**src/gcr_pkg.sv**
```systemverilog
package gcr_pkg;
	// Clock rate in kHz (10 MHz core clock).
	localparam int CLK_KHZ = 10000;
	// Remote input timing in milliseconds.
	localparam int REMOTE_LOW_MS  = 25;
	localparam int REMOTE_HIGH_MS = 105;
	localparam int REMOTE_LOW_CYC  = REMOTE_LOW_MS * CLK_KHZ;
	localparam int REMOTE_HIGH_CYC = REMOTE_HIGH_MS * CLK_KHZ;
	// Display bus: one cycle per millisecond, sixteen cycles per group.
	localparam int BUS_PERIOD_MS  = 1;
	localparam int BUS_PERIOD_CYC = BUS_PERIOD_MS * CLK_KHZ;
	localparam int BUS_GROUP      = 16;
	localparam logic [3:0] MSG_SLOT = 4'hf;
	// Watchdog timeout default in cycles.
	localparam int WDOG_CYC = 100000;
	// Outgas pressure threshold as BCD mantissa digit pair and exponent.
	// Pressure word: [15:8] two BCD mantissa digits d.d, [7] exponent sign (1 = negative), [6:0] exponent.
	localparam logic [7:0] THR_TORR_MANT = 8'h50;
	localparam logic [6:0] THR_TORR_EXP  = 7'h05;
	localparam logic [7:0] THR_PA_MANT   = 8'h66;
	localparam logic [6:0] THR_PA_EXP    = 7'h03;
	// Units selection codes.
	localparam logic [1:0] UNITS_TORR = 2'h0;
	localparam logic [1:0] UNITS_MBAR = 2'h1;
	localparam logic [1:0] UNITS_PA   = 2'h2;
	// Remote filter states.
	typedef enum logic [2:0] {
		RF_IDLE = 3'b001,
		RF_LOW  = 3'b010,
		RF_HOLD = 3'b100
	} gcr_rf_state_t;
endpackage

```
**src/gcr_control.sv**
```systemverilog
`timescale 1ns/100ps
module gcr_control
	import gcr_pkg::*;
#(
	parameter int LOW_CYC  = REMOTE_LOW_CYC,
	parameter int HIGH_CYC = REMOTE_HIGH_CYC,
	parameter int BUS_CYC  = BUS_PERIOD_CYC,
	parameter int WDOG_TO  = WDOG_CYC,
	parameter int MODULES  = 4
) (
	input  wire logic        core_clk_i,              // System clock, 10 MHz.
	input  wire logic        rst_n_i,                 // Synchronous reset, active low.
	input  wire logic        key_gauge_one_i,         // Gauge one key press pulse.
	input  wire logic        key_gauge_two_i,         // Gauge two key press pulse.
	input  wire logic        key_outgas_i,            // Outgas key press pulse.
	input  wire logic        key_power_i,             // Power key press pulse.
	input  wire logic        remote_gauge_one_toggle_n_i, // Remote gauge one pin, low active.
	input  wire logic        remote_gauge_two_toggle_n_i, // Remote gauge two pin, low active.
	input  wire logic        remote_outgas_n_i,       // Remote outgas pin, low active.
	input  wire logic        key_inhibit_n_i,         // Front key inhibit pin, low active.
	input  wire logic        gauge_lockout_n_i,       // Gauge lockout pin, low active.
	input  wire logic        auto_on_one_i,           // Auto-on pulse for gauge one.
	input  wire logic        auto_on_two_i,           // Auto-on pulse for gauge two.
	input  wire logic        auto_off_i,              // Auto-off pulse for running gauge.
	input  wire logic        host_on_one_i,           // Computer gauge one on pulse.
	input  wire logic        host_on_two_i,           // Computer gauge two on pulse.
	input  wire logic        host_off_i,              // Computer gauges off pulse.
	input  wire logic        host_outgas_i,           // Computer outgas toggle pulse.
	input  wire logic        fault_source_jumper_i,   // High routes outgas status to fault relay.
	input  wire logic [1:0]  units_i,                 // Pressure units selection.
	input  wire logic [15:0] pressure_i,              // Gauge pressure, BCD mantissa and exponent.
	input  wire logic [MODULES-1:0] wdog_kick_i,      // Checkpoint pulses, one per module.
	input  wire logic        checksum_fail_i,         // Setpoint board checksum failure pulse.
	input  wire logic        fault_clear_i,           // Clears the latched fault.
	input  wire logic [15:0] msg_data_i,              // Word sent in the messaging slot.
	output logic             gauge_one_relay_o,       // Gauge one filament relay.
	output logic             gauge_two_relay_o,       // Gauge two filament relay.
	output logic             outgas_o,                // Outgas running.
	output logic             fault_relay_o,           // Fault relay, energized means healthy when the jumper is low.
	output logic             power_toggle_o,          // Power key toggle pulse.
	output logic [MODULES-1:0] wdog_reset_o,          // Watchdog reset pulse per module.
	output logic [15:0]      bus_data_o,              // Display bus data word.
	output logic [3:0]       bus_slot_o,              // Display bus slot number.
	output logic             bus_strobe_o,            // One-cycle bus update strobe.
	output logic             bus_msg_o,               // Current slot is messaging.
	output logic [15:0]      captured_pressure_o,     // Pressure taken from display slots.
	output logic             bargraph_mtorr_o         // Bargraph in millitorr.
);
	initial begin
		if (BUS_CYC < 1 || WDOG_TO < 1 || MODULES < 1) $error("Bad parameter value.");
	end

	logic rem_one;
	logic rem_two;
	logic rem_outgas;
	logic inh_s1;
	logic inh_s2;
	logic lock_s1;
	logic lock_s2;
	logic lock_prev;
	logic gauge_one;
	logic gauge_two;
	logic [31:0] bus_cnt;
	logic [31:0] wdog_cnt [MODULES];
	logic [MODULES-1:0] wdog_fire;
	logic fault;

	// Remote pins each pass through a filter that times low and high phases.
	gcr_remote_filter #(.LOW_CYC(LOW_CYC), .HIGH_CYC(HIGH_CYC)) u_rem_one (
		.core_clk_i (core_clk_i),
		.rst_n_i    (rst_n_i),
		.pin_n_i    (remote_gauge_one_toggle_n_i),
		.press_o    (rem_one)
	);
	gcr_remote_filter #(.LOW_CYC(LOW_CYC), .HIGH_CYC(HIGH_CYC)) u_rem_two (
		.core_clk_i (core_clk_i),
		.rst_n_i    (rst_n_i),
		.pin_n_i    (remote_gauge_two_toggle_n_i),
		.press_o    (rem_two)
	);
	gcr_remote_filter #(.LOW_CYC(LOW_CYC), .HIGH_CYC(HIGH_CYC)) u_rem_outgas (
		.core_clk_i (core_clk_i),
		.rst_n_i    (rst_n_i),
		.pin_n_i    (remote_outgas_n_i),
		.press_o    (rem_outgas)
	);

	// Level pins are synchronized; only the second stage is read.
	always_ff @(posedge core_clk_i) begin
		inh_s1  <= rst_n_i ? key_inhibit_n_i : 1'b1;
		inh_s2  <= rst_n_i ? inh_s1 : 1'b1;
		lock_s1 <= rst_n_i ? gauge_lockout_n_i : 1'b1;
		lock_s2 <= rst_n_i ? lock_s1 : 1'b1;
	end

	// Key inhibit masks front keys but leaves the power key alive.
	wire keys_ok   = inh_s2;
	wire locked    = !lock_s2;
	wire lock_edge = locked && !lock_prev;
	wire k_one     = keys_ok && key_gauge_one_i;
	wire k_two     = keys_ok && key_gauge_two_i;
	wire k_outgas  = keys_ok && key_outgas_i;

	// Toggle requests from key and remote pin, the pin acting like the key.
	wire tog_one = k_one || rem_one;
	wire tog_two = k_two || rem_two;
	// Lockout blocks turn-on from keys and computer; remote and auto-on pass.
	wire on_one  = (tog_one && !gauge_one && !(locked && k_one)) || auto_on_one_i
		|| (host_on_one_i && !locked);
	wire on_two  = (tog_two && !gauge_two && !(locked && k_two)) || auto_on_two_i
		|| (host_on_two_i && !locked);
	wire off_one = (tog_one && gauge_one) || host_off_i || auto_off_i || lock_edge;
	wire off_two = (tog_two && gauge_two) || host_off_i || auto_off_i || lock_edge;
	// Gauge one wins a simultaneous turn-on so only one runs.
	wire win_two = on_two && !on_one;
	// A fresh lockout beats any same-cycle turn-on, so the gauge never survives it.
	wire next_gauge_one = lock_edge ? 1'b0 : on_one ? 1'b1 : (win_two || off_one) ? 1'b0 : gauge_one;
	wire next_gauge_two = lock_edge ? 1'b0 : win_two ? 1'b1 : (on_one || off_two) ? 1'b0 : gauge_two;

	// Threshold check on the BCD pressure: exponent more negative, or equal and mantissa smaller.
	wire       is_pa    = (units_i == UNITS_PA);
	wire [7:0] thr_mant = is_pa ? THR_PA_MANT : THR_TORR_MANT;
	wire [6:0] thr_exp  = is_pa ? THR_PA_EXP : THR_TORR_EXP;
	wire       p_neg    = pressure_i[7];
	wire       below    = p_neg && ((pressure_i[6:0] > thr_exp)
		|| (pressure_i[6:0] == thr_exp && pressure_i[15:8] < thr_mant));
	wire tog_outgas = k_outgas || rem_outgas || host_outgas_i;
	wire running    = next_gauge_one || next_gauge_two;
	// A gauge swap also drops outgas, since the other gauge was not cleaned.
	wire swap       = (gauge_one && !next_gauge_one) || (gauge_two && !next_gauge_two);
	wire next_outgas = (!running || swap) ? 1'b0 :
		tog_outgas ? (outgas_o ? 1'b0 : below) : outgas_o;

	// Gauge state and relays; reset leaves everything off.
	always_ff @(posedge core_clk_i) begin
		if (!rst_n_i) begin
			gauge_one         <= 1'b0;
			gauge_two         <= 1'b0;
			outgas_o          <= 1'b0;
			lock_prev         <= 1'b0;
			gauge_one_relay_o <= 1'b0;
			gauge_two_relay_o <= 1'b0;
			power_toggle_o    <= 1'b0;
		end else begin
			gauge_one         <= next_gauge_one;
			gauge_two         <= next_gauge_two;
			outgas_o          <= next_outgas;
			lock_prev         <= locked;
			gauge_one_relay_o <= next_gauge_one;
			gauge_two_relay_o <= next_gauge_two;
			power_toggle_o    <= key_power_i;
		end
	end

	// One watchdog per module processor; a missed checkpoint fires a reset pulse.
	genvar gi;
	generate
		for (gi = 0; gi < MODULES; gi++) begin : g_wdog
			assign wdog_fire[gi] = (wdog_cnt[gi] >= 32'(WDOG_TO - 1));
			always_ff @(posedge core_clk_i) begin
				if (!rst_n_i) begin
					wdog_cnt[gi]     <= 32'h0;
					wdog_reset_o[gi] <= 1'b0;
				end else begin
					wdog_cnt[gi]     <= (wdog_kick_i[gi] || wdog_fire[gi]) ? 32'h0 : wdog_cnt[gi] + 32'h1;
					wdog_reset_o[gi] <= wdog_fire[gi] && !wdog_kick_i[gi];
				end
			end
		end
	endgenerate

	// Fault latches on a watchdog reset or checksum failure; a new event beats the clear.
	wire fault_evt  = (|(wdog_fire & ~wdog_kick_i)) || checksum_fail_i;
	wire next_fault = fault_evt ? 1'b1 : fault_clear_i ? 1'b0 : fault;
	always_ff @(posedge core_clk_i) begin
		if (!rst_n_i) begin
			fault         <= 1'b0;
			fault_relay_o <= 1'b0;
		end else begin
			fault         <= next_fault;
			fault_relay_o <= fault_source_jumper_i ? next_outgas : !next_fault;
		end
	end

	// Display bus sequencer: a strobe each millisecond, slot 15 is messaging.
	wire bus_tick = (bus_cnt >= 32'(BUS_CYC - 1));
	wire [3:0] next_slot = bus_slot_o + 4'h1;
	wire next_msg = (next_slot == MSG_SLOT);
	// BCD pressure word for display slots, message word otherwise.
	wire [15:0] next_bus = next_msg ? msg_data_i : pressure_i;
	always_ff @(posedge core_clk_i) begin
		if (!rst_n_i) begin
			bus_cnt             <= 32'h0;
			bus_slot_o          <= 4'hf;
			bus_strobe_o        <= 1'b0;
			bus_msg_o           <= 1'b0;
			bus_data_o          <= 16'h0;
			captured_pressure_o <= 16'h0;
			bargraph_mtorr_o    <= 1'b0;
		end else begin
			bus_cnt      <= bus_tick ? 32'h0 : bus_cnt + 32'h1;
			bus_strobe_o <= bus_tick;
			if (bus_tick) begin
				bus_slot_o <= next_slot;
				bus_msg_o  <= next_msg;
				bus_data_o <= next_bus;
				if (!next_msg) begin
					captured_pressure_o <= next_bus;
				end
			end
			bargraph_mtorr_o <= (units_i == UNITS_TORR);
		end
	end
endmodule

```
**src/gcr_remote_filter.sv**
```systemverilog
`timescale 1ns/100ps
module gcr_remote_filter
	import gcr_pkg::*;
#(
	parameter int LOW_CYC  = REMOTE_LOW_CYC,
	parameter int HIGH_CYC = REMOTE_HIGH_CYC
) (
	input  wire logic core_clk_i,  // System clock.
	input  wire logic rst_n_i,     // Synchronous reset, active low.
	input  wire logic pin_n_i,     // Raw remote pin, active low.
	output logic      press_o      // One-cycle recognized request.
);
	initial begin
		if (LOW_CYC < 1 || HIGH_CYC < 1) $error("Filter counts must be positive.");
	end

	logic          sync1_n;
	logic          sync2_n;
	logic [31:0]   cnt;
	gcr_rf_state_t state;
	gcr_rf_state_t next_state;

	wire low_done  = (cnt >= 32'(LOW_CYC - 1));
	wire high_done = (cnt >= 32'(HIGH_CYC - 1));

	// Two flip-flops bring the pin into the clock domain.
	always_ff @(posedge core_clk_i) begin
		sync1_n <= rst_n_i ? pin_n_i : 1'b1;
		sync2_n <= rst_n_i ? sync1_n : 1'b1;
	end

	// A low must be held unbroken, then a full high gap before re-arming.
	always_comb begin
		next_state = state;
		case (state)
			RF_IDLE: if (!sync2_n) next_state = RF_LOW;
			RF_LOW: begin
				if (sync2_n) next_state = RF_IDLE;
				else if (low_done) next_state = RF_HOLD;
			end
			RF_HOLD: if (!sync2_n) next_state = RF_HOLD;
				else if (high_done) next_state = RF_IDLE;
			default: next_state = RF_IDLE;
		endcase
	end

	// Counter restarts on every state change and on a low during hold.
	always_ff @(posedge core_clk_i) begin
		if (!rst_n_i) begin
			state   <= RF_IDLE;
			cnt     <= 32'h0;
			press_o <= 1'b0;
		end else begin
			state   <= next_state;
			cnt     <= (next_state != state || (state == RF_HOLD && !sync2_n)) ? 32'h0 : cnt + 32'h1;
			press_o <= (state == RF_LOW) && !sync2_n && low_done;
		end
	end
endmodule

```
**config.mk**
```make
export PLATFORM = sky130hd
export DESIGN_NAME = gcr_control
export DESIGN_NICKNAME = d
export VERILOG_FILES = /design/src/gcr_pkg.sv /design/src/gcr_control.sv /design/src/gcr_remote_filter.sv
export SDC_FILE = /design/constraint.sdc
export NUM_CORES = 1
export LEC_CHECK = 0
export ABC_AREA = 1
export BUFFER_PORTS_ARGS = -buffer_cell sky130_fd_sc_hd__buf_2
export CAP_MARGIN = 40
export CORE_MARGIN = 2
export CORE_UTILIZATION = 50
export DETAILED_ROUTE_END_ITERATION = 6
export PLACE_DENSITY = 0.72
export SLEW_MARGIN = 20
export SYNTH_ARGS = -nofsm -noshare
export SYNTH_HDL_FRONTEND = slang
export SYNTH_SLANG_ARGS = --single-unit
```
**constraint.sdc**
```tcl
create_clock -name core_clk_i -period 2.3 [get_ports core_clk_i]
set_clock_uncertainty 0.2 [all_clocks]
set_input_delay 0.46 -clock core_clk_i [delete_from_list [all_inputs] [get_ports core_clk_i]]
set_output_delay 0.46 -clock core_clk_i [all_outputs]
set_load 0.1 [all_outputs]
```
==> impl_results.md, run 1 <==
- Worst Hold Slack: 20.2 ps
- Synth top area share: 45.8%
- Most frequent CP cell: nand2_1
- Failing checks: design-rule violations
- Die Area: about 30000 um2
- Die height: 173 um
- Crit. path cell count: 14
- Slew Limit Headroom: 63.3%
- CP Data Arrival Time: 2410 ps
- CTS tree: done
- Crit path max-delay family: simple AND/OR/NAND/NOR gates
- WL final: 30.8 mm
- Netlist Area Pre-Place: 14300 um2
- Initial core utilization: about half
- Total track usage: 20.0%
- Status: finished, violations left
- Pin count of the biggest net entering global routing: 35
- I/O pin total: around 110
- First-pass GRT wire length: 51.2 mm
- Worst hold stages: 4
- Clock root cell: clkbuf_16
- R2R depth: 14
- CTS Buf Count: 36
- MaxCap Viol Count: 0
- Fraction of registers with async set/reset: 0%
- Fin crit period: 2170 ps
- Final period util: 94.3%
- Die width: approximately 170 um
- Final hold violations: 0
- CTS max path bufs: 3
- PortBufs: between 100 and 150
- Pins Over Slew Limit: 0
- Gr ovfl total: 0
- Top-count cell post-synth: dfxtp_1
- Avg Synthesized Cell Area: 7.90 um2
- Layout cell share with drive strength beyond 1: 17.1%
- Worst setup SP type: flip-flop
- DP Area: around 16000 um2
- DRT antenna net count: 0
- Area Overhead vs Synth: 20.2%
- Post-synth EDFFs: 0
- Initial antenna violation count: 2
- Critical Path RT: ~2500 ps
- RSZ-0062 raised after global routing: true
- Synthesis Warnings: 0
- Number of global-route vias before repair: 11400
- Least-Margin Pin Slew: 546 ps
- Gp weighted congestion: 0.897
- Drt wl/cell: 12.6 um
- CP Buf/Inv Count: 2
- Total number of vias: 11900
- Max H-tree Level: 2
- Leading area contributor after synthesis: dfxtp_1
- CORE AREA: 28000 um2
- Total power: 15.1 mW
- Fmax: 461 MHz
- Yosys reg bits: 328
- Drt pass-1 iters: 7
- Cells along the critical path: ha_2 > nand3_4 > nand3_1 > nand2_1 > nand3_1 > nand2_1 > nand3_1 > nand2_2 > nand2_1 > nand2_1 > nand4_1 > buf_4 > buf_4 > nor3_2
- Ranking of synthesized cells by area: dfxtp_1 (46%), nor2_1 (7.5%), inv_1 (6.5%)
- CP max FO: 8
- Slowest-stage cell, CP: dfxtp_1
- CP max stage delay: 330 ps
- Synth cell types: 45
- Cell Pwr Density: slightly below 900 nW/um2
- Nets: 2104
- Final HPWL DP: about 22 mm
- Mapped Cells: about 1800
- Primary FF master, synth: dfxtp_1
- Clock Latency Late Sink: approximately 520 ps
- Post-synthesis sequential area ratio: between 40% and 50%
- Worst Setup End Kind: flip-flop
- # clock sinks: 328
- Setup CP Type: reg2reg
- Post-route cell area: around 17000 um2
- Row count: 61
- Initial detailed-routing violation count: ~600
- Worst-path clk slew: 60 ps
- Post-DR vias/cell: just under 5
- Drt drc: 19
- Worst hold path class: in2reg
- Final setup viols: 0
- Worst IR Drop VDD: 0.568 mV
- Leak: 7.07 nW
- Post-synth top cells: dfxtp_1 (328), nor2_1 (285), inv_1 (248)
-- repair_timing --
item | in CTS | in global routing
resized for setup | 0 | 35
endpoints found under the setup margin | 0 | 83
hold buffers | 8 | 0
setup buffers | 0 | 2
hold endpoints to repair | 7 | 0
-- worst paths after layout --
path                        from                  end  slack, ps
max          u_rem_outgas.cnt[0]  u_rem_outgas.cnt[3]        130
min               wdog_kick_i[1]      wdog_reset_o[1]         20
max reg2reg  u_rem_outgas.cnt[0]  u_rem_outgas.cnt[3]        130
min reg2reg              lock_s1              lock_s2        210
-- registers in the layout, summed over array words and instances, names as in the netlist, 3 cells and up --
name                 count
u_rem_one.cnt           32
u_rem_two.cnt           32
captured_pressure_o     16
u_rem_one.state          3
u_rem_two.state          3
bus_data_o              16
wdog_cnt               128
u_rem_outgas.state       3
bus_slot_o               4
bus_cnt                 32
wdog_reset_o             4
u_rem_outgas.cnt        32
-- report_power, final --
group	switching [mW]	internal (mW)
Clock	2.32	4.02
Sequential	0.172	5.99
Combinational	2.13	0.516
-- layer usage --
layer  global-route usage [%]  part of all wire (%)
met1                     24.7                    44
met5                        0                     0
met3                     3.66                   5.0
met4                     7.98                   3.3
met2                     34.6                    48
-- layout by cell type (no fill, tap or decap), types with 29 or more instances in the layout --
cell         n
dfxtp_1    324
nor2_1     280
inv_1      246
nand2_1    245
buf_2      105
nand3_1     88
nor3_1      86
xor2_1      86
conb_1      78
nor3_2      65
o21ai_0     48
nand4_1     47
a21oi_1     45
clkbuf_16   37
xnor2_1     29
-- per-stage QoR --
| stage | cells | setup WS [ps] | utilization, % | TNS (ps) |
|---|---|---|---|---|
| floorplan | 1892 | 6.15 | - | 0 |
| global placement | 2361 | 67.5 | 55.9 | 0 |
| detailed placement | 2361 | 17.2 | 55.9 | 0 |
| CTS | 2434 | 11.9 | 60.9 | 0 |
| global route | 2436 | -26.5 | 61.5 | -157 |
| finish | 2437 | 130 | 61.5 | 0 |
-- kinds of logic after synthesis --
| logic type | after synthesis | share of synthesized area (%) |
|---|---|---|
| other | 1 | 0.0262 |
| adder cells (fa/ha/maj) | 15 | 1.31 |
| multiplexers | 10 | 0.698 |
| buffers and inverters | 297 | 8.16 |
| XOR/XNOR | 115 | 7.03 |
| AO/OA/AOI/OAI | 134 | 5.03 |
| AND/OR/NAND/NOR | 915 | 31.9 |
| flip-flops | 328 | 45.8 |
-- worst register-to-register path: stages, from the launching register on --
cell and delay, ps:
dfxtp_1 330, ha_2 210, nand3_4 120, nand3_1 120
nand2_1 90, nand3_1 80, nand2_1 70, nand3_1 80
nand2_2 100, nand2_1 50, nand2_1 70, nand4_1 80
buf_4 170, buf_4 190, nor3_2 130
-- layout make-up --
class | count | area, um2
clock buffer | 46 | 1010
fill | 2526 | 10800
tap | 378 | 473
antenna | 2 | 5.00
multi-input combinational | 1267 | 7010
timing repair buffer | 134 | 852
clock inverter | 19 | 315
sequential | 328 | 6570
inverter | 263 | 990
(Power assumes the default switching activity.)
==> run 2, diff against run 1 <==
- HOLD_SLACK_MARGIN: default -> 0.15
==> impl_results.md, run 2 (synthesized netlist as in run 1, its figures left out) <==
- Worst-path clk slew: 60 ps
- CTS max path bufs: 3
- Gr ovfl total: 0
- # clock sinks: 328
- Drt pass-1 iters: 5
- Cells along the critical path: ha_1 > nand3_2 > nand3_1 > nand2_1 > nand2_1 > o21ai_2 > nand3_1 > nand2_1 > nand2_1 > nand2_1 > nand4_2 > buf_12 > nor2_1
- Drt wl/cell: 12.8 um
- Leak: 7.21 nW
- Drt drc: 0
- Gp weighted congestion: 0.897
- Slowest-stage cell, CP: dfxtp_1
- CP Data Arrival Time: approximately 2400 ps
- Crit path max-delay family: simple AND/OR/NAND/NOR gates
- R2R Setup Slk: 120 ps
- CTS tree: done
- Worst Setup End Kind: flip-flop
- Fmax: 459 MHz
- R2R depth: 13
- Setup TNS: 0 ps
- Biggest register: wdog_cnt
- Worst hold path class: in2reg
- Total number of vias: between 10000 and 15000
- Most frequent CP cell: nand2_1
- Final HPWL DP: approximately 22 mm
- Nets: around 2100
- CORE AREA: 28000 um2
- Max H-tree Level: 2
- Total power: 15.2 mW
- Worst Hold Slack: around 170 ps
- Die width: 173 um
- Number of global-route vias before repair: 11700
- Status: finished, final reports clean
- DP Area: 15700 um2
- Post-DR vias/cell: 4.89
- Least-Margin Pin Slew: 543 ps
- CTS Buf Count: 36
- Setup CP Type: reg2reg
- Pins Over Slew Limit: 0
- Die Area: 30000 um2
- Clock root cell: clkbuf_16
- Max FFs per register: 128
- Reg-to-reg startpoint: u_rem_one.cnt[0]
- Critical Path RT: 2550 ps
- Layout cell share with drive strength beyond 1: between 10% and 20%
- Die height: approximately 170 um
- Pin count of the biggest net entering global routing: 35
- Final period util: 94.7%
- Worst hold stages: 6
- Initial core utilization: 51.2%
- CP max stage delay: 330 ps
- Worst IR Drop VDD: 0.568 mV
- Fin crit period: 2180 ps
- Row count: 61
- I/O pin total: between 100 and 150
- RSZ-0062 raised after global routing: true
- Final hold violations: 0
- Most frequent cells in the layout: dfxtp_1 (324), nor2_1 (280), inv_1 (246)
- Slew Limit Headroom: 63.5%
- WHS Endpoint: outgas_o
- DRT antenna net count: 0
- Initial antenna violation count: 2
- Cell Pwr Density: 866 nW/um2
- CP Buf/Inv Count: 1
- WL final: between 30 and 40 mm
- Fillers: 2452
- Worst R2R End: u_rem_one.cnt[7]
- Clock Latency Late Sink: approximately 520 ps
- PortBufs: 106
- Area Overhead vs Synth: 22.6%
- CP max FO: 32
- Hold path start: host_outgas_i
- Initial detailed-routing violation count: 720
- Worst setup SP type: flip-flop
- First-pass GRT wire length: between 50 and 60 mm
- Final setup viols: 0
- Total track usage: approximately a fifth
- Post-Route Utilization: 62.7%
- MaxCap Viol Count: 0
- Most common cell after layout, fill and taps aside: dfxtp_1
- Post-route cell area: 17600 um2
[run 2: cell types whose count changed in the layout (fill, tap and decap cells not counted)]
| cell | before | now |
|---|---|---|
| dlygate4sd3_1 | 7 | 41 |
| diode_2 | 2 | 1 |
[run 2: per-stage QoR]
stage / setup slack, ps / instances
after floorplan: 6.15 / 1892
after global placement: 67.5 / 2361
after detailed placement: 17.2 / 2361
after CTS: 11.9 / 2468
after global routing: -28.2 / 2470
final: 122 / 2470
[run 2: timing repair]
item | 4_1_cts | 5_1_grt
hold buffers | 42 | 0
gates resized for setup | 0 | 35
hold endpoints to repair | 43 | 0
endpoints found under the setup margin | 0 | 83
setup buffers | 0 | 2
[run 2: worst max path at each step]
| stage | startpoint | endpoint | depth (start not counted) |
|---|---|---|---|
| after global routing | u_rem_outgas.cnt[0] | u_rem_outgas.cnt[28] | 13 |
| final | u_rem_one.cnt[0] | u_rem_one.cnt[7] | 13 |
| after CTS | units_i[1] | fault_relay_o | 15 |
| after detailed placement | units_i[0] | fault_relay_o | 13 |
| after floorplan | bus_slot_o[3] | captured_pressure_o[15] | 7 |
| after global placement | units_i[1] | fault_relay_o | 14 |
[run 2: area by class of cell]
| cell class | instances | area [um2] | share of cell area [%] |
|---|---|---|---|
| Multi-Input combinational cell | 1267 | 7010 | 39.9 |
| Sequential cell | 328 | 6570 | 37.4 |
| Timing Repair Buffer | 168 | 1190 | 6.79 |
| Clock buffer | 46 | 1010 | 5.75 |
| Inverter | 263 | 990 | 5.63 |
| Tap cell | 378 | 473 | 2.69 |
| Clock inverter | 19 | 315 | 1.79 |
| Antenna cell | 1 | 2.50 | 0.0142 |
[run 2: report_power, final]
part	switching (mW)	total (mW)	internal, mW
clock	2.32	6.34	4.02
sequential	0.174	6.16	5.99
combinational	2.16	2.72	0.554
total	4.66	15.2	10.6
[run 2: worst reg2reg max path, cell delays in order, from the launching register on]
cell	delay [ps]
dfxtp_1	330
ha_1	250
nand3_2	140
nand3_1	120
nand2_1	100
nand2_1	70
o21ai_2	140
nand3_1	90
nand2_1	90
nand2_1	60
nand2_1	80
nand4_2	110
buf_12	190
nor2_1	140
[run 2: layer usage]
| metal | vias up | track usage, % | part of all wire, % |
|---|---|---|---|
| met5 | - | 0 | 0.041 |
| met4 | 2 | 9.11 | 3.9 |
| met3 | 94 | 3.79 | 5.0 |
| met2 | 298 | 35.4 | 47 |
| met1 | 5463 | 25.0 | 44 |
| li1 | 6232 | - | - |
==> run 3, diff against run 2 <==
- CELL_PAD_IN_SITES_DETAIL_PLACEMENT: default -> 0
- CELL_PAD_IN_SITES_GLOBAL_PLACEMENT: default -> 2
- CORE_UTILIZATION: 50 -> 36
- PLACE_DENSITY: 0.72 -> 0.84
==> impl_results.md, run 3 (synthesized netlist as in run 1, its figures left out) <==
- Drt drc: 0
- Total track usage: 16.5%
- Final period util: a little over nine tenths
- Cells along the critical path: ha_2 > xnor2_2 > nor2_1 > nand2_2 > buf_4 > mux2i_1 > dlygate4sd3_1 > o21ai_1
- Worst R2R End: bus_data_o[11]
- Worst-path clk slew: 60 ps
- DR WL met2: 15.4 mm
- Reg-to-reg startpoint: bus_slot_o[0]
- First-pass GRT wire length: 55.8 mm
- Status: finished, final reports clean
- Final setup viols: 0
- Gp weighted congestion: 0.804
- Area Overhead vs Synth: 25.7%
- Slew Limit Headroom: 61.6%
- Row count: 73
- Final hold violations: 0
- Max H-tree Level: 2
- Setup CP Type: reg2reg
- Number of global-route vias before repair: approximately 11000
- CTS max path bufs: 3
- I/O pin total: 107
- Initial core utilization: 36.2%
- Diode count: 0
- CP max FO: 4
- Slowest-stage cell, CP: dlygate4sd3_1
- Pins Over Slew Limit: 0
- Post-DR vias/cell: 4.45
- DRT antenna net count: 0
- CTS tree: done
- Fmax: 460 MHz
- Fin crit period: 2170 ps
- WHS Endpoint: wdog_reset_o[0]
- R2R Setup Slk: 130 ps
- Die height: approximately 200 um
- Initial antenna violation count: 2
- PortBufs: 106
- Clock Latency Late Sink: 550 ps
- WL final: ~33 mm
- Metal3 WL: ~1.4 mm
- CP max stage delay: 560 ps
- CP Data Arrival Time: 2420 ps
- Fillers: 3931
- Worst hold path class: in2reg
- Drt pass-1 iters: 5
- Hold path start: rst_n_i
- Final HPWL DP: roughly 24 mm
- CTS Buf Count: 39
- Worst hold stages: 4
- Max FFs per register: roughly 130
- Worst Setup End Kind: flip-flop
- Nets: 2167
- Pin count of the biggest net entering global routing: 33
- MaxCap Viol Count: 0
- Most common cell after layout, fill and taps aside: dfxtp_1
- Top routing layer used: met5
- Worst IR Drop VDD: 0.681 mV
- Worst setup SP type: flip-flop
- Least-Margin Pin Slew: about 570 ps
- Clock root cell: clkbuf_16
- Die width: 204 um
- Post-route insts no fill: around 2600
- Gr ovfl total: 0
- Biggest register: wdog_cnt
- Setup WS post-layout: between 100 and 150 ps
- Leak: 7.35 nW
- Total number of vias: 11800
- Die Area: 41400 um2
- Drt wl/cell: between 10 and 15 um
- Initial detailed-routing violation count: 528
- Worst Hold Slack: approximately 180 ps
- Placed Cells incl. Taps: 2523
- Total power: roughly 16 mW
- Cell Pwr Density: 861 nW/um2
- CORE AREA: 39500 um2
- R2R depth: 8
- Post-Place Worst Slack: -55.2 ps
- Most frequent cells in the layout: dfxtp_1 (324), nor2_1 (281), inv_1 (246)
- # clock sinks: 328
- Critical Path RT: between 2000 and 3000 ps
- Met1 wire length: between 15 and 20 mm
- Layout cell share with drive strength beyond 1: between 15 and 20%
==> run 3: final cells by class <==
| class | instances | area [um2] | share of cell area, % |
|---|---|---|---|
| clock inverters | 17 | 236 | 1.31 |
| multi-input cells | 1267 | 6990 | 38.8 |
| repair buffers | 194 | 1420 | 7.89 |
| flip-flops and latches | 328 | 6570 | 36.5 |
| clock buffers | 53 | 1140 | 6.33 |
| inverters | 263 | 997 | 5.54 |
| well taps | 525 | 657 | 3.65 |
==> run 3: how the worst max path moves through the flow <==
stage                         from                 endpoint  slack (ps)  cells past startpoint
floorplan            bus_slot_o[3]  captured_pressure_o[15]           6                      7
CTS                  bus_slot_o[0]            bus_data_o[9]          50                      8
global placement        units_i[1]            fault_relay_o         -60                     14
finish               bus_slot_o[0]           bus_data_o[11]         130                      8
global route        wdog_cnt[0][0]          wdog_cnt[0][13]          -3                     10
detailed placement      units_i[1]            fault_relay_o         -60                     14
==> run 3: critical path: cells and delay by family (launching register included) <==
family | cells | cell delay [ps]
xor gates and xnor gates | 1 | 130
and+or+nand+nor | 2 | 260
muxes | 1 | 130
buffers and inverters | 2 | 740
DFF | 1 | 340
adders and majority gates | 1 | 190
AOI/OAI and AO/OA | 1 | 70
==> run 3: report_power, final <==
part	total [mW]	leakage [nW]	switching (mW)	internal (mW)
Sequential	6.16	2.69	0.173	5.99
Clock	6.48	0.672	2.44	4.04
Combinational	2.86	3.98	2.18	0.683
Total	15.5	7.35	4.79	10.7
==> run 3: what timing repair did <==
action,in CTS,in global routing
endpoints found under the setup margin,0,134
hold buffers,52,0
setup buffers,0,3
hold endpoints to repair,46,0
gates resized for setup,0,41
==> run 3: through the flow <==
step                      instance area (um2)  setup TNS, ps  util, %
final                                   18000              0     45.5
after global routing                    18000          -6.86     45.5
after CTS                               17900              0     45.2
after detailed placement                16000          -76.5     40.4
after global placement                  16000          -86.8     40.4
after floorplan                         14600              0        -
==> run 3: routing by layer <==
layer | up-vias | GRT usage, %
met5 | - | 0
met4 | 4 | 6.18
li1 | 6282 | -
met3 | 61 | 3.23
met2 | 162 | 27.2
met1 | 5267 | 21.5
